--- config.mk ---
export PLATFORM = sky130hd
export DESIGN_NAME = acs_core
export DESIGN_NICKNAME = d
export VERILOG_FILES = /design/src/shared/acs_pkg.sv /design/src/logic/acs_sync.sv /design/src/logic/acs_pair.sv /design/src/logic/acs_core.sv
export SDC_FILE = /design/constraint.sdc
export NUM_CORES = 1
export LEC_CHECK = 0
export BUFFER_PORTS_ARGS = -buffer_cell sky130_fd_sc_hd__buf_2
export CAP_MARGIN = 10
export CORE_MARGIN = 5
export CORE_UTILIZATION = 50
export CTS_BUF_LIST = sky130_fd_sc_hd__clkbuf_4 sky130_fd_sc_hd__clkbuf_8
export DETAILED_ROUTE_END_ITERATION = 10
export GPL_TIMING_DRIVEN = 0
export PLACE_DENSITY = 0.77
export RECOVER_POWER = 50
export SETUP_SLACK_MARGIN = 0.3
export SLEW_MARGIN = 15
export SYNTH_ARGS = -nofsm -noshare
export SYNTH_HDL_FRONTEND = slang
export SYNTH_SLANG_ARGS = --single-unit
--- constraint.sdc ---
create_clock -name i_sys_clk -period 1.8 [get_ports i_sys_clk]
set_clock_uncertainty 0.1 [all_clocks]
set_input_delay 0.09 -clock i_sys_clk [delete_from_list [all_inputs] [get_ports i_sys_clk]]
set_output_delay 0.09 -clock i_sys_clk [all_outputs]
set_load 0.02 [all_outputs]
--- src/shared/acs_pkg.sv ---
// constants for the conversion start and host port block
// assumes one 10 MHz conversion clock for all logic
package acs_pkg;
  localparam int unsigned ACS_WORD_W = 16;
  localparam int unsigned ACS_PAIRS = 3;
  localparam int unsigned ACS_CTRL_W = 32;
  localparam logic [31:0] ACS_CTRL_RESET = 32'h000003FF;
  localparam int unsigned ACS_SEQ_BIT = 23;
  localparam int unsigned ACS_CLK_NS = 100;
  localparam int unsigned ACS_CONV_NS = 1400;
  localparam int unsigned ACS_CONV_CYC = (ACS_CONV_NS + ACS_CLK_NS - 1) / ACS_CLK_NS;
  localparam int unsigned ACS_CNT_W = 5;
  localparam int unsigned ACS_BITS_W = 5;
  localparam logic [1:0] ACS_IDX_A = 2'h0;
  localparam logic [1:0] ACS_IDX_B = 2'h1;
  localparam logic [1:0] ACS_IDX_C = 2'h2;
  typedef enum logic [1:0] {ACS_IDLE, ACS_CONV, ACS_DONE} acs_state_e;
endpackage : acs_pkg

--- src/logic/acs_sync.sv ---
// two flip-flop synchroniser for pin inputs
// assumes asynchronous active low reset
`timescale 1ns/1ps
`default_nettype none
module acs_sync #(
  parameter int unsigned W = 1
) (
  input wire logic i_sys_clk,
  input wire logic i_resetn,
  input wire logic [W-1:0] i_async,
  output logic [W-1:0] o_sync
);
  logic [W-1:0] meta;
  always_ff @(posedge i_sys_clk or negedge i_resetn) begin
    if (!i_resetn) begin
      meta <= '0;
      o_sync <= '0;
    end else begin
      meta <= i_async;
      o_sync <= meta;
    end
  end
endmodule : acs_sync
`default_nettype wire

--- src/logic/acs_pair.sv ---
// one channel pair conversion sequencer
// assumes start already synchronised; one cycle start pulse
`timescale 1ns/1ps
`default_nettype none
module acs_pair (
  input wire logic i_sys_clk,
  input wire logic i_resetn,
  input wire logic i_start,
  input wire logic i_hold_level,
  input wire logic i_check_hold,
  output logic o_busy,
  output logic o_done,
  output logic o_power_down
);
  logic [acs_pkg::ACS_CNT_W-1:0] cnt;
  // conversion timer, aborted by reset
  always_ff @(posedge i_sys_clk or negedge i_resetn) begin
    if (!i_resetn) begin
      o_busy <= 1'b0;
      o_done <= 1'b0;
      cnt <= '0;
    end else begin
      o_done <= 1'b0;
      if (i_start && !o_busy) begin
        o_busy <= 1'b1;
        cnt <= acs_pkg::ACS_CNT_W'(acs_pkg::ACS_CONV_CYC - 1);
      end else if (o_busy) begin
        if (cnt == '0) begin
          o_busy <= 1'b0;
          o_done <= 1'b1;
        end else begin
          cnt <= cnt - 1'b1;
        end
      end
    end
  end
  // start low mid conversion, with i_check_hold set, puts the pair in partial power-down
  always_ff @(posedge i_sys_clk or negedge i_resetn) begin
    if (!i_resetn) begin
      o_power_down <= 1'b0;
    end else if (i_start) begin
      o_power_down <= 1'b0;
    end else if (o_busy && i_check_hold && !i_hold_level) begin
      o_power_down <= 1'b1;
    end
  end
endmodule : acs_pair
`default_nettype wire

--- src/logic/acs_core.sv ---
// conversion start control, busy/interrupt and host port of a six channel converter
// assumes host pins asynchronous; results arrive on i_result_* from the analog core
//
// Implementation choices: strobed register access.
`timescale 1ns/1ps
`default_nettype none
module acs_core (
  input wire logic i_sys_clk,
  input wire logic i_resetn,
  input wire logic i_config_source_select,
  input wire logic i_interface_select,
  input wire logic i_busy_as_int,
  input wire logic i_start_pair_a,
  input wire logic i_start_pair_b,
  input wire logic i_start_pair_c,
  input wire logic i_cs_n,
  input wire logic i_rd_n,
  input wire logic i_frame_sync_n,
  input wire logic i_sclk,
  input wire logic i_sel_a,
  input wire logic [15:0] i_db,
  input wire logic i_ctrl_we,
  input wire logic [31:0] i_ctrl_wdata,
  input wire logic [15:0] i_result_a,
  input wire logic [15:0] i_result_b,
  input wire logic [15:0] i_result_c,
  output logic [15:0] o_db,
  output logic [15:0] o_db_oe,
  output logic o_serial_out_a,
  output logic o_serial_out_a_oe,
  output logic o_busy_int,
  output logic [2:0] o_power_down,
  output logic [31:0] o_control_word
);
  logic [2:0] start_s;
  logic start_a_s;
  logic start_b_s;
  logic start_c_s;
  logic cs_n_s;
  logic rd_n_s;
  logic fs_n_s;
  logic sclk_s;
  logic sel_a_s;
  logic [2:0] start_d;
  logic [2:0] start_rise;
  logic [2:0] pair_go;
  logic [2:0] pair_busy;
  logic [2:0] pair_done;
  logic [2:0] pair_pd;
  logic seq_on;
  logic hw_mode;
  logic rd_d;
  logic rd_fall;
  logic fs_d;
  logic fs_fall;
  logic sclk_d;
  logic sclk_fall;
  logic any_busy;
  logic any_busy_d;
  logic all_done;
  logic seq_pulse;
  logic conv_flag;
  logic int_flag;
  logic [15:0] out_reg [3];
  logic [1:0] rd_idx;
  logic [47:0] shifter;
  logic [acs_pkg::ACS_BITS_W+1:0] bit_cnt;
  logic frame_on;

  acs_sync #(.W(3)) u_sync_start (
    .i_sys_clk(i_sys_clk),
    .i_resetn(i_resetn),
    .i_async({i_start_pair_c, i_start_pair_b, i_start_pair_a}),
    .o_sync(start_s)
  );
  acs_sync #(.W(5)) u_sync_host (
    .i_sys_clk(i_sys_clk),
    .i_resetn(i_resetn),
    .i_async({~i_cs_n, ~i_rd_n, ~i_frame_sync_n, i_sclk, i_sel_a}),
    .o_sync({cs_n_s, rd_n_s, fs_n_s, sclk_s, sel_a_s})
  );
  assign start_a_s = start_s[acs_pkg::ACS_IDX_A];
  assign start_b_s = start_s[acs_pkg::ACS_IDX_B];
  assign start_c_s = start_s[acs_pkg::ACS_IDX_C];

  // control word, default on reset
  always_ff @(posedge i_sys_clk or negedge i_resetn) begin
    if (!i_resetn) begin
      o_control_word <= acs_pkg::ACS_CTRL_RESET;
    end else if (i_ctrl_we && !i_config_source_select) begin
      o_control_word <= o_control_word;
    end else if (i_ctrl_we) begin
      o_control_word <= i_ctrl_wdata;
    end
  end
  assign seq_on = o_control_word[acs_pkg::ACS_SEQ_BIT] && !hw_mode;
  assign hw_mode = !i_config_source_select;

  // start edge detection
  always_ff @(posedge i_sys_clk or negedge i_resetn) begin
    if (!i_resetn) begin
      start_d <= '0;
    end else begin
      start_d <= start_s;
    end
  end
  assign start_rise = start_s & ~start_d;

  // start routing per configuration source
  always_comb begin
    if (hw_mode) begin
      pair_go = start_rise;
    end else if (seq_on) begin
      pair_go = start_rise;
    end else begin
      pair_go = {3{start_rise[acs_pkg::ACS_IDX_A]}};
    end
  end

  generate
    for (genvar p = 0; p < acs_pkg::ACS_PAIRS; p++) begin : g_pair
      acs_pair u_pair (
        .i_sys_clk(i_sys_clk),
        .i_resetn(i_resetn),
        .i_start(pair_go[p]),
        .i_hold_level(start_s[p]),
        .i_check_hold(hw_mode),
        .o_busy(pair_busy[p]),
        .o_done(pair_done[p]),
        .o_power_down(pair_pd[p])
      );
    end
  endgenerate

  always_ff @(posedge i_sys_clk or negedge i_resetn) begin
    if (!i_resetn) begin
      o_power_down <= '0;
    end else begin
      o_power_down <= pair_pd;
    end
  end

  // latch results into the output register
  always_ff @(posedge i_sys_clk or negedge i_resetn) begin
    if (!i_resetn) begin
      out_reg[0] <= '0;
      out_reg[1] <= '0;
      out_reg[2] <= '0;
    end else begin
      if (pair_done[0]) out_reg[0] <= i_result_a;
      if (pair_done[1]) out_reg[1] <= i_result_b;
      if (pair_done[2]) out_reg[2] <= i_result_c;
    end
  end

  assign any_busy = |pair_busy;
  assign all_done = any_busy_d && !any_busy;
  assign seq_pulse = |pair_done;

  // conversion flag for busy, spans start to result latch
  always_ff @(posedge i_sys_clk or negedge i_resetn) begin
    if (!i_resetn) begin
      any_busy_d <= 1'b0;
      conv_flag <= 1'b0;
    end else begin
      any_busy_d <= any_busy;
      if (|pair_go) begin
        conv_flag <= 1'b1;
      end else if (all_done) begin
        conv_flag <= 1'b0;
      end
    end
  end

  // read strobe and frame edges
  always_ff @(posedge i_sys_clk or negedge i_resetn) begin
    if (!i_resetn) begin
      rd_d <= 1'b0;
      fs_d <= 1'b0;
      sclk_d <= 1'b0;
    end else begin
      rd_d <= rd_n_s;
      fs_d <= fs_n_s;
      sclk_d <= sclk_s;
    end
  end
  assign rd_fall = rd_n_s && !rd_d && cs_n_s && !i_interface_select;
  assign fs_fall = fs_n_s && !fs_d && i_interface_select;
  assign sclk_fall = !sclk_s && sclk_d;

  // interrupt: set on completion wins over read clear
  always_ff @(posedge i_sys_clk or negedge i_resetn) begin
    if (!i_resetn) begin
      int_flag <= 1'b0;
    end else if (all_done) begin
      int_flag <= 1'b1;
    end else if ((rd_fall && rd_idx == 2'h2) || (fs_fall)) begin
      int_flag <= 1'b0;
    end
  end

  // busy or interrupt output
  always_ff @(posedge i_sys_clk or negedge i_resetn) begin
    if (!i_resetn) begin
      o_busy_int <= 1'b0;
    end else if (i_busy_as_int) begin
      o_busy_int <= int_flag || all_done;
    end else if (seq_on) begin
      o_busy_int <= conv_flag && !seq_pulse;
    end else begin
      o_busy_int <= conv_flag && !all_done;
    end
  end

  // parallel read index steps a, b, c per read
  always_ff @(posedge i_sys_clk or negedge i_resetn) begin
    if (!i_resetn) begin
      rd_idx <= '0;
    end else if (all_done) begin
      rd_idx <= '0;
    end else if (rd_fall) begin
      rd_idx <= (rd_idx == 2'h2) ? 2'h0 : rd_idx + 2'h1;
    end
  end

  // parallel data pins
  always_ff @(posedge i_sys_clk or negedge i_resetn) begin
    if (!i_resetn) begin
      o_db <= '0;
      o_db_oe <= '0;
    end else if (!i_interface_select && cs_n_s && rd_n_s) begin
      // word taken at strobe fall, held while rd_idx steps on
      if (rd_fall) begin
        o_db <= out_reg[rd_idx];
      end
      o_db_oe <= 16'hFFFF;
    end else begin
      o_db <= '0;
      o_db_oe <= 16'h0000;
    end
  end

  // serial frame: a, b, c words shifted msb first on serial_out_a
  always_ff @(posedge i_sys_clk or negedge i_resetn) begin
    if (!i_resetn) begin
      shifter <= '0;
      bit_cnt <= '0;
      frame_on <= 1'b0;
    end else if (fs_fall) begin
      shifter <= {out_reg[0], out_reg[1], out_reg[2]};
      bit_cnt <= '0;
      frame_on <= 1'b1;
    end else if (frame_on && sclk_fall) begin
      shifter <= {shifter[46:0], 1'b0};
      bit_cnt <= bit_cnt + 1'b1;
      if (bit_cnt == 7'h2F) frame_on <= 1'b0;
    end
  end

  always_ff @(posedge i_sys_clk or negedge i_resetn) begin
    if (!i_resetn) begin
      o_serial_out_a <= 1'b0;
      o_serial_out_a_oe <= 1'b0;
    end else begin
      o_serial_out_a <= shifter[47];
      o_serial_out_a_oe <= i_interface_select && sel_a_s;
    end
  end

  logic unused_db;
  assign unused_db = ^i_db;
endmodule : acs_core
`default_nettype wire

==> flow_summary.json <==
{
  "status": "finished, final reports clean",
  "worstSetupStartpoint": "g_pair[1].u_pair.cnt[0]",
  "path_max_fanout": 3,
  "clockBufferDepth": 3,
  "power_density_mw_per_mm2": 1380,
  "cts-buffers-inserted": 36,
  "rows": 48,
  "grt_max_degree": 107,
  "pre_cts_ws_ps": 63.8,
  "setup_viol": 0,
  "synth_edf_count": 0,
  "portBuffers": 163,
  "rsz0062_at_grt": "yes",
  "async_flop_share_pct": 100,
  "crit_type": "flop to flop",
  "finalHoldViolCount": 0,
  "clk_pin_slew_worst_paths_ps": 60,
  "synthesis.area_sq_mm": 0.00867,
  "power_switching_w": 0.00556,
  "fp.dieArea_sq_mm": 0.0201,
  "fp.dieW_um": 142,
  "cts_tree": "built",
  "drive_above_1_share_pct": 37.9,
  "synth-seq-cells": 210,
  "yosysSeqAreaShare_pct": 60.7,
  "pin_count": 180,
  "core_area_sq_mm": 0.0172,
  "tightest_slew_ps": 605,
  "drtIter0Drc": 368,
  "vias": 6656,
  "cp_top_family": "simple AND/OR/NAND/NOR gates",
  "htree_levels": 2,
  "die_h_um": 142,
  "insertedDiodeCount": 0,
  "end_kind": "flop",
  "drt_first_pass_iters": 5,
  "drc_errors": 0,
  "cts-root-buf": "clkbuf_8",
  "cts.sinks": 210,
  "cp.arrival_ps": 1990,
  "start_util_pct": 50.5,
  "cpMaxStageDelayCell": "or4b_4",
  "clock_power_share_pct": 25.9,
  "gp_congestion": 0.814,
  "ys_types": 49,
  "crit_chain": "inv_2 > ha_4 > or4b_4 > nor3b_4 > a21oi_2 > nand2_1",
  "fin_crit_sh_pct": 94.1,
  "leakagePower_nw": 5.62,
  "p_comb_share_pct": 29.1,
  "slowest_delay_ps": 500,
  "cp.required_ps": 2100,
  "yosys_warnings": 0,
  "pwr-share-seq_pct": 45.0,
  "maxSlewViolCount": 0,
  "final_cell_mix": "196 x dfrtp_1, 109 x buf_2, 95 x dlygate4sd3_1",
  "grt_pass1_wl_mm": 35.4,
  "syn2layout_area_growth_pct": 41.9,
  "intPower_w": 0.0114,
  "synthCells": 694,
  "max_cap_viol_count": 0,
  "nets": 1144,
  "syn_nets": 808,
  "clock_latency_ps": 530,
  "grt_pass1_vias": 6970,
  "synth_flop_cell": "dfrtp_1",
  "path_buf_inv": 1,
  "layout_commonest_cell": "dfrtp_1",
  "holdWs_ps": 39.0,
  "startpoint_type": "flop",
  "worst_slack_ps": 106,
  "avgRoutedWirePerCell_um": 17.9,
  "slew_headroom_pct": 59.7,
  "vdd_drop_max_v": 0.00105,
  "antenna_left": 0,
  "max_freq_ghz": 0.590,
  "hp-class": "input pin to async pin",
  "reg2reg_from": "g_pair[1].u_pair.cnt[0]",
  "grt.total_usage_pct": 21.9,
  "antenna_found_initial": 0,
  "gr-total-overflow": 0,
  "period_minus_slack_ps": 1690,
  "hpwlAfterDp_mm": 13.6,
  "syn_avg_cell_area_sq_um": 12.5,
  "switching_share_pct": 32.9,
  "vias_per_cell": 5.20,
  "wirelength_mm": 22.9
}
power by group through the flow:
stage / clock network, W / logic (W) / registers (W)
global placement: 0 / 0.00359 / 0.00759
finish: 0.00438 / 0.00493 / 0.00762
detailed placement: 0 / 0.00375 / 0.00764
CTS: 0.00447 / 0.00432 / 0.00758
global route: 0.00470 / 0.00540 / 0.00778
floorplan: 0 / 0.00258 / 0.00737
final timing paths:
path / cells after the start / to / slack (ps)
worst min-delay path: 2 / frame_on / 40
worst max register to register: 6 / g_pair[1].u_pair.cnt[2] / 110
min in group i_sys_clk: 2 / u_sync_start.meta[1] / 100
worst min register to register: 0 / u_sync_host.o_sync[2] / 250
max in group asynchronous: 3 / g_pair[1].u_pair.o_busy / 610
worst max-delay path: 6 / g_pair[1].u_pair.cnt[2] / 110
synthesized netlist by cell type, types with 2 or more instances:
cell type	instances	share of area (%)
nand3b_1	2	0.17
nand4_1	3	0.22
and3_1	4	0.29
mux2i_1	61	7.0
dfrtp_1	200	58
nor3b_1	2	0.17
or4b_4	2	0.32
a32oi_1	4	0.40
xnor2_1	3	0.30
nand2b_1	5	0.36
nand2_2	2	0.14
a21oi_1	26	1.5
nand2_1	69	3.0
a21o_1	4	0.35
a31o_1	2	0.20
mux2_2	79	10
a221oi_1	2	0.20
nor2b_1	4	0.29
buf_2	19	1.1
inv_1	15	0.65
nor3_1	2	0.12
buf_4	22	1.9
xor2_1	8	0.81
o2bb2ai_1	3	0.30
nand3_1	5	0.29
mux2_1	2	0.26
ha_1	4	0.58
nor4_1	3	0.22
clkbuf_1	10	0.43
nor2_1	30	1.3
and3b_1	2	0.20
o21ai_0	69	4.0
dfstp_2	10	3.0
through the flow:
| step | area [sq um] | std cells | utilization [%] | total power (W) | setup TNS [ps] |
|---|---|---|---|---|---|
| global route | 12300 | 1281 | 71.6 | 0.0179 | 0 |
| detailed placement | 9840 | 1083 | 57.3 | 0.0114 | 0 |
| CTS | 11800 | 1256 | 69.0 | 0.0164 | 0 |
| global placement | 9800 | 1082 | 57.1 | 0.0112 | -595890 |
| floorplan | 8700 | 694 | - | 0.00995 | 0 |
| finish | 12300 | 1281 | 71.6 | 0.0169 | 0 |
cells by family after synthesis:
family,share of synthesized area (%)
buf+inv,4.08
xor+xnor,1.11
simple gates,7.83
compound gates,8.09
fa+ha+maj,0.577
mux,17.6
flops,60.7
repair_timing:
| action | CTS | global route |
|---|---|---|
| hold buffers | 95 | 0 |
| gates resized for setup | 65 | 106 |
| pin swaps | 7 | 12 |
| cloned | 0 | 5 |
| setup endpoints to repair | 88 | 152 |
| buffers inserted | 14 | 20 |
| hold endpoints to repair | 200 | 0 |
cell type report:
class                      instances  area [sq um]
inverter                          15          56.3
sequential                       210          5270
tap                              225           282
clock inverter                    11          61.3
buffer                            51           494
clock buffer                      53           686
timing repair buffer             298          2270
multi-input combinational        418          3180
fill                            1166          4870
per-layer routing:
metal / vias to the layer above / routed length (um) / GRT usage, % / share of wire [%]
li1: 3082 / - / - / -
met1: 3269 / 9170 / 28.0 / 40
met2: 259 / 11500 / 36.4 / 50
met3: 46 / 1630 / 5.29 / 7.1
met4: 0 / 585 / 7.68 / 2.6
met5: - / 0 / 0 / 0
No activity file was read; power rests on OpenSTA's default activity.
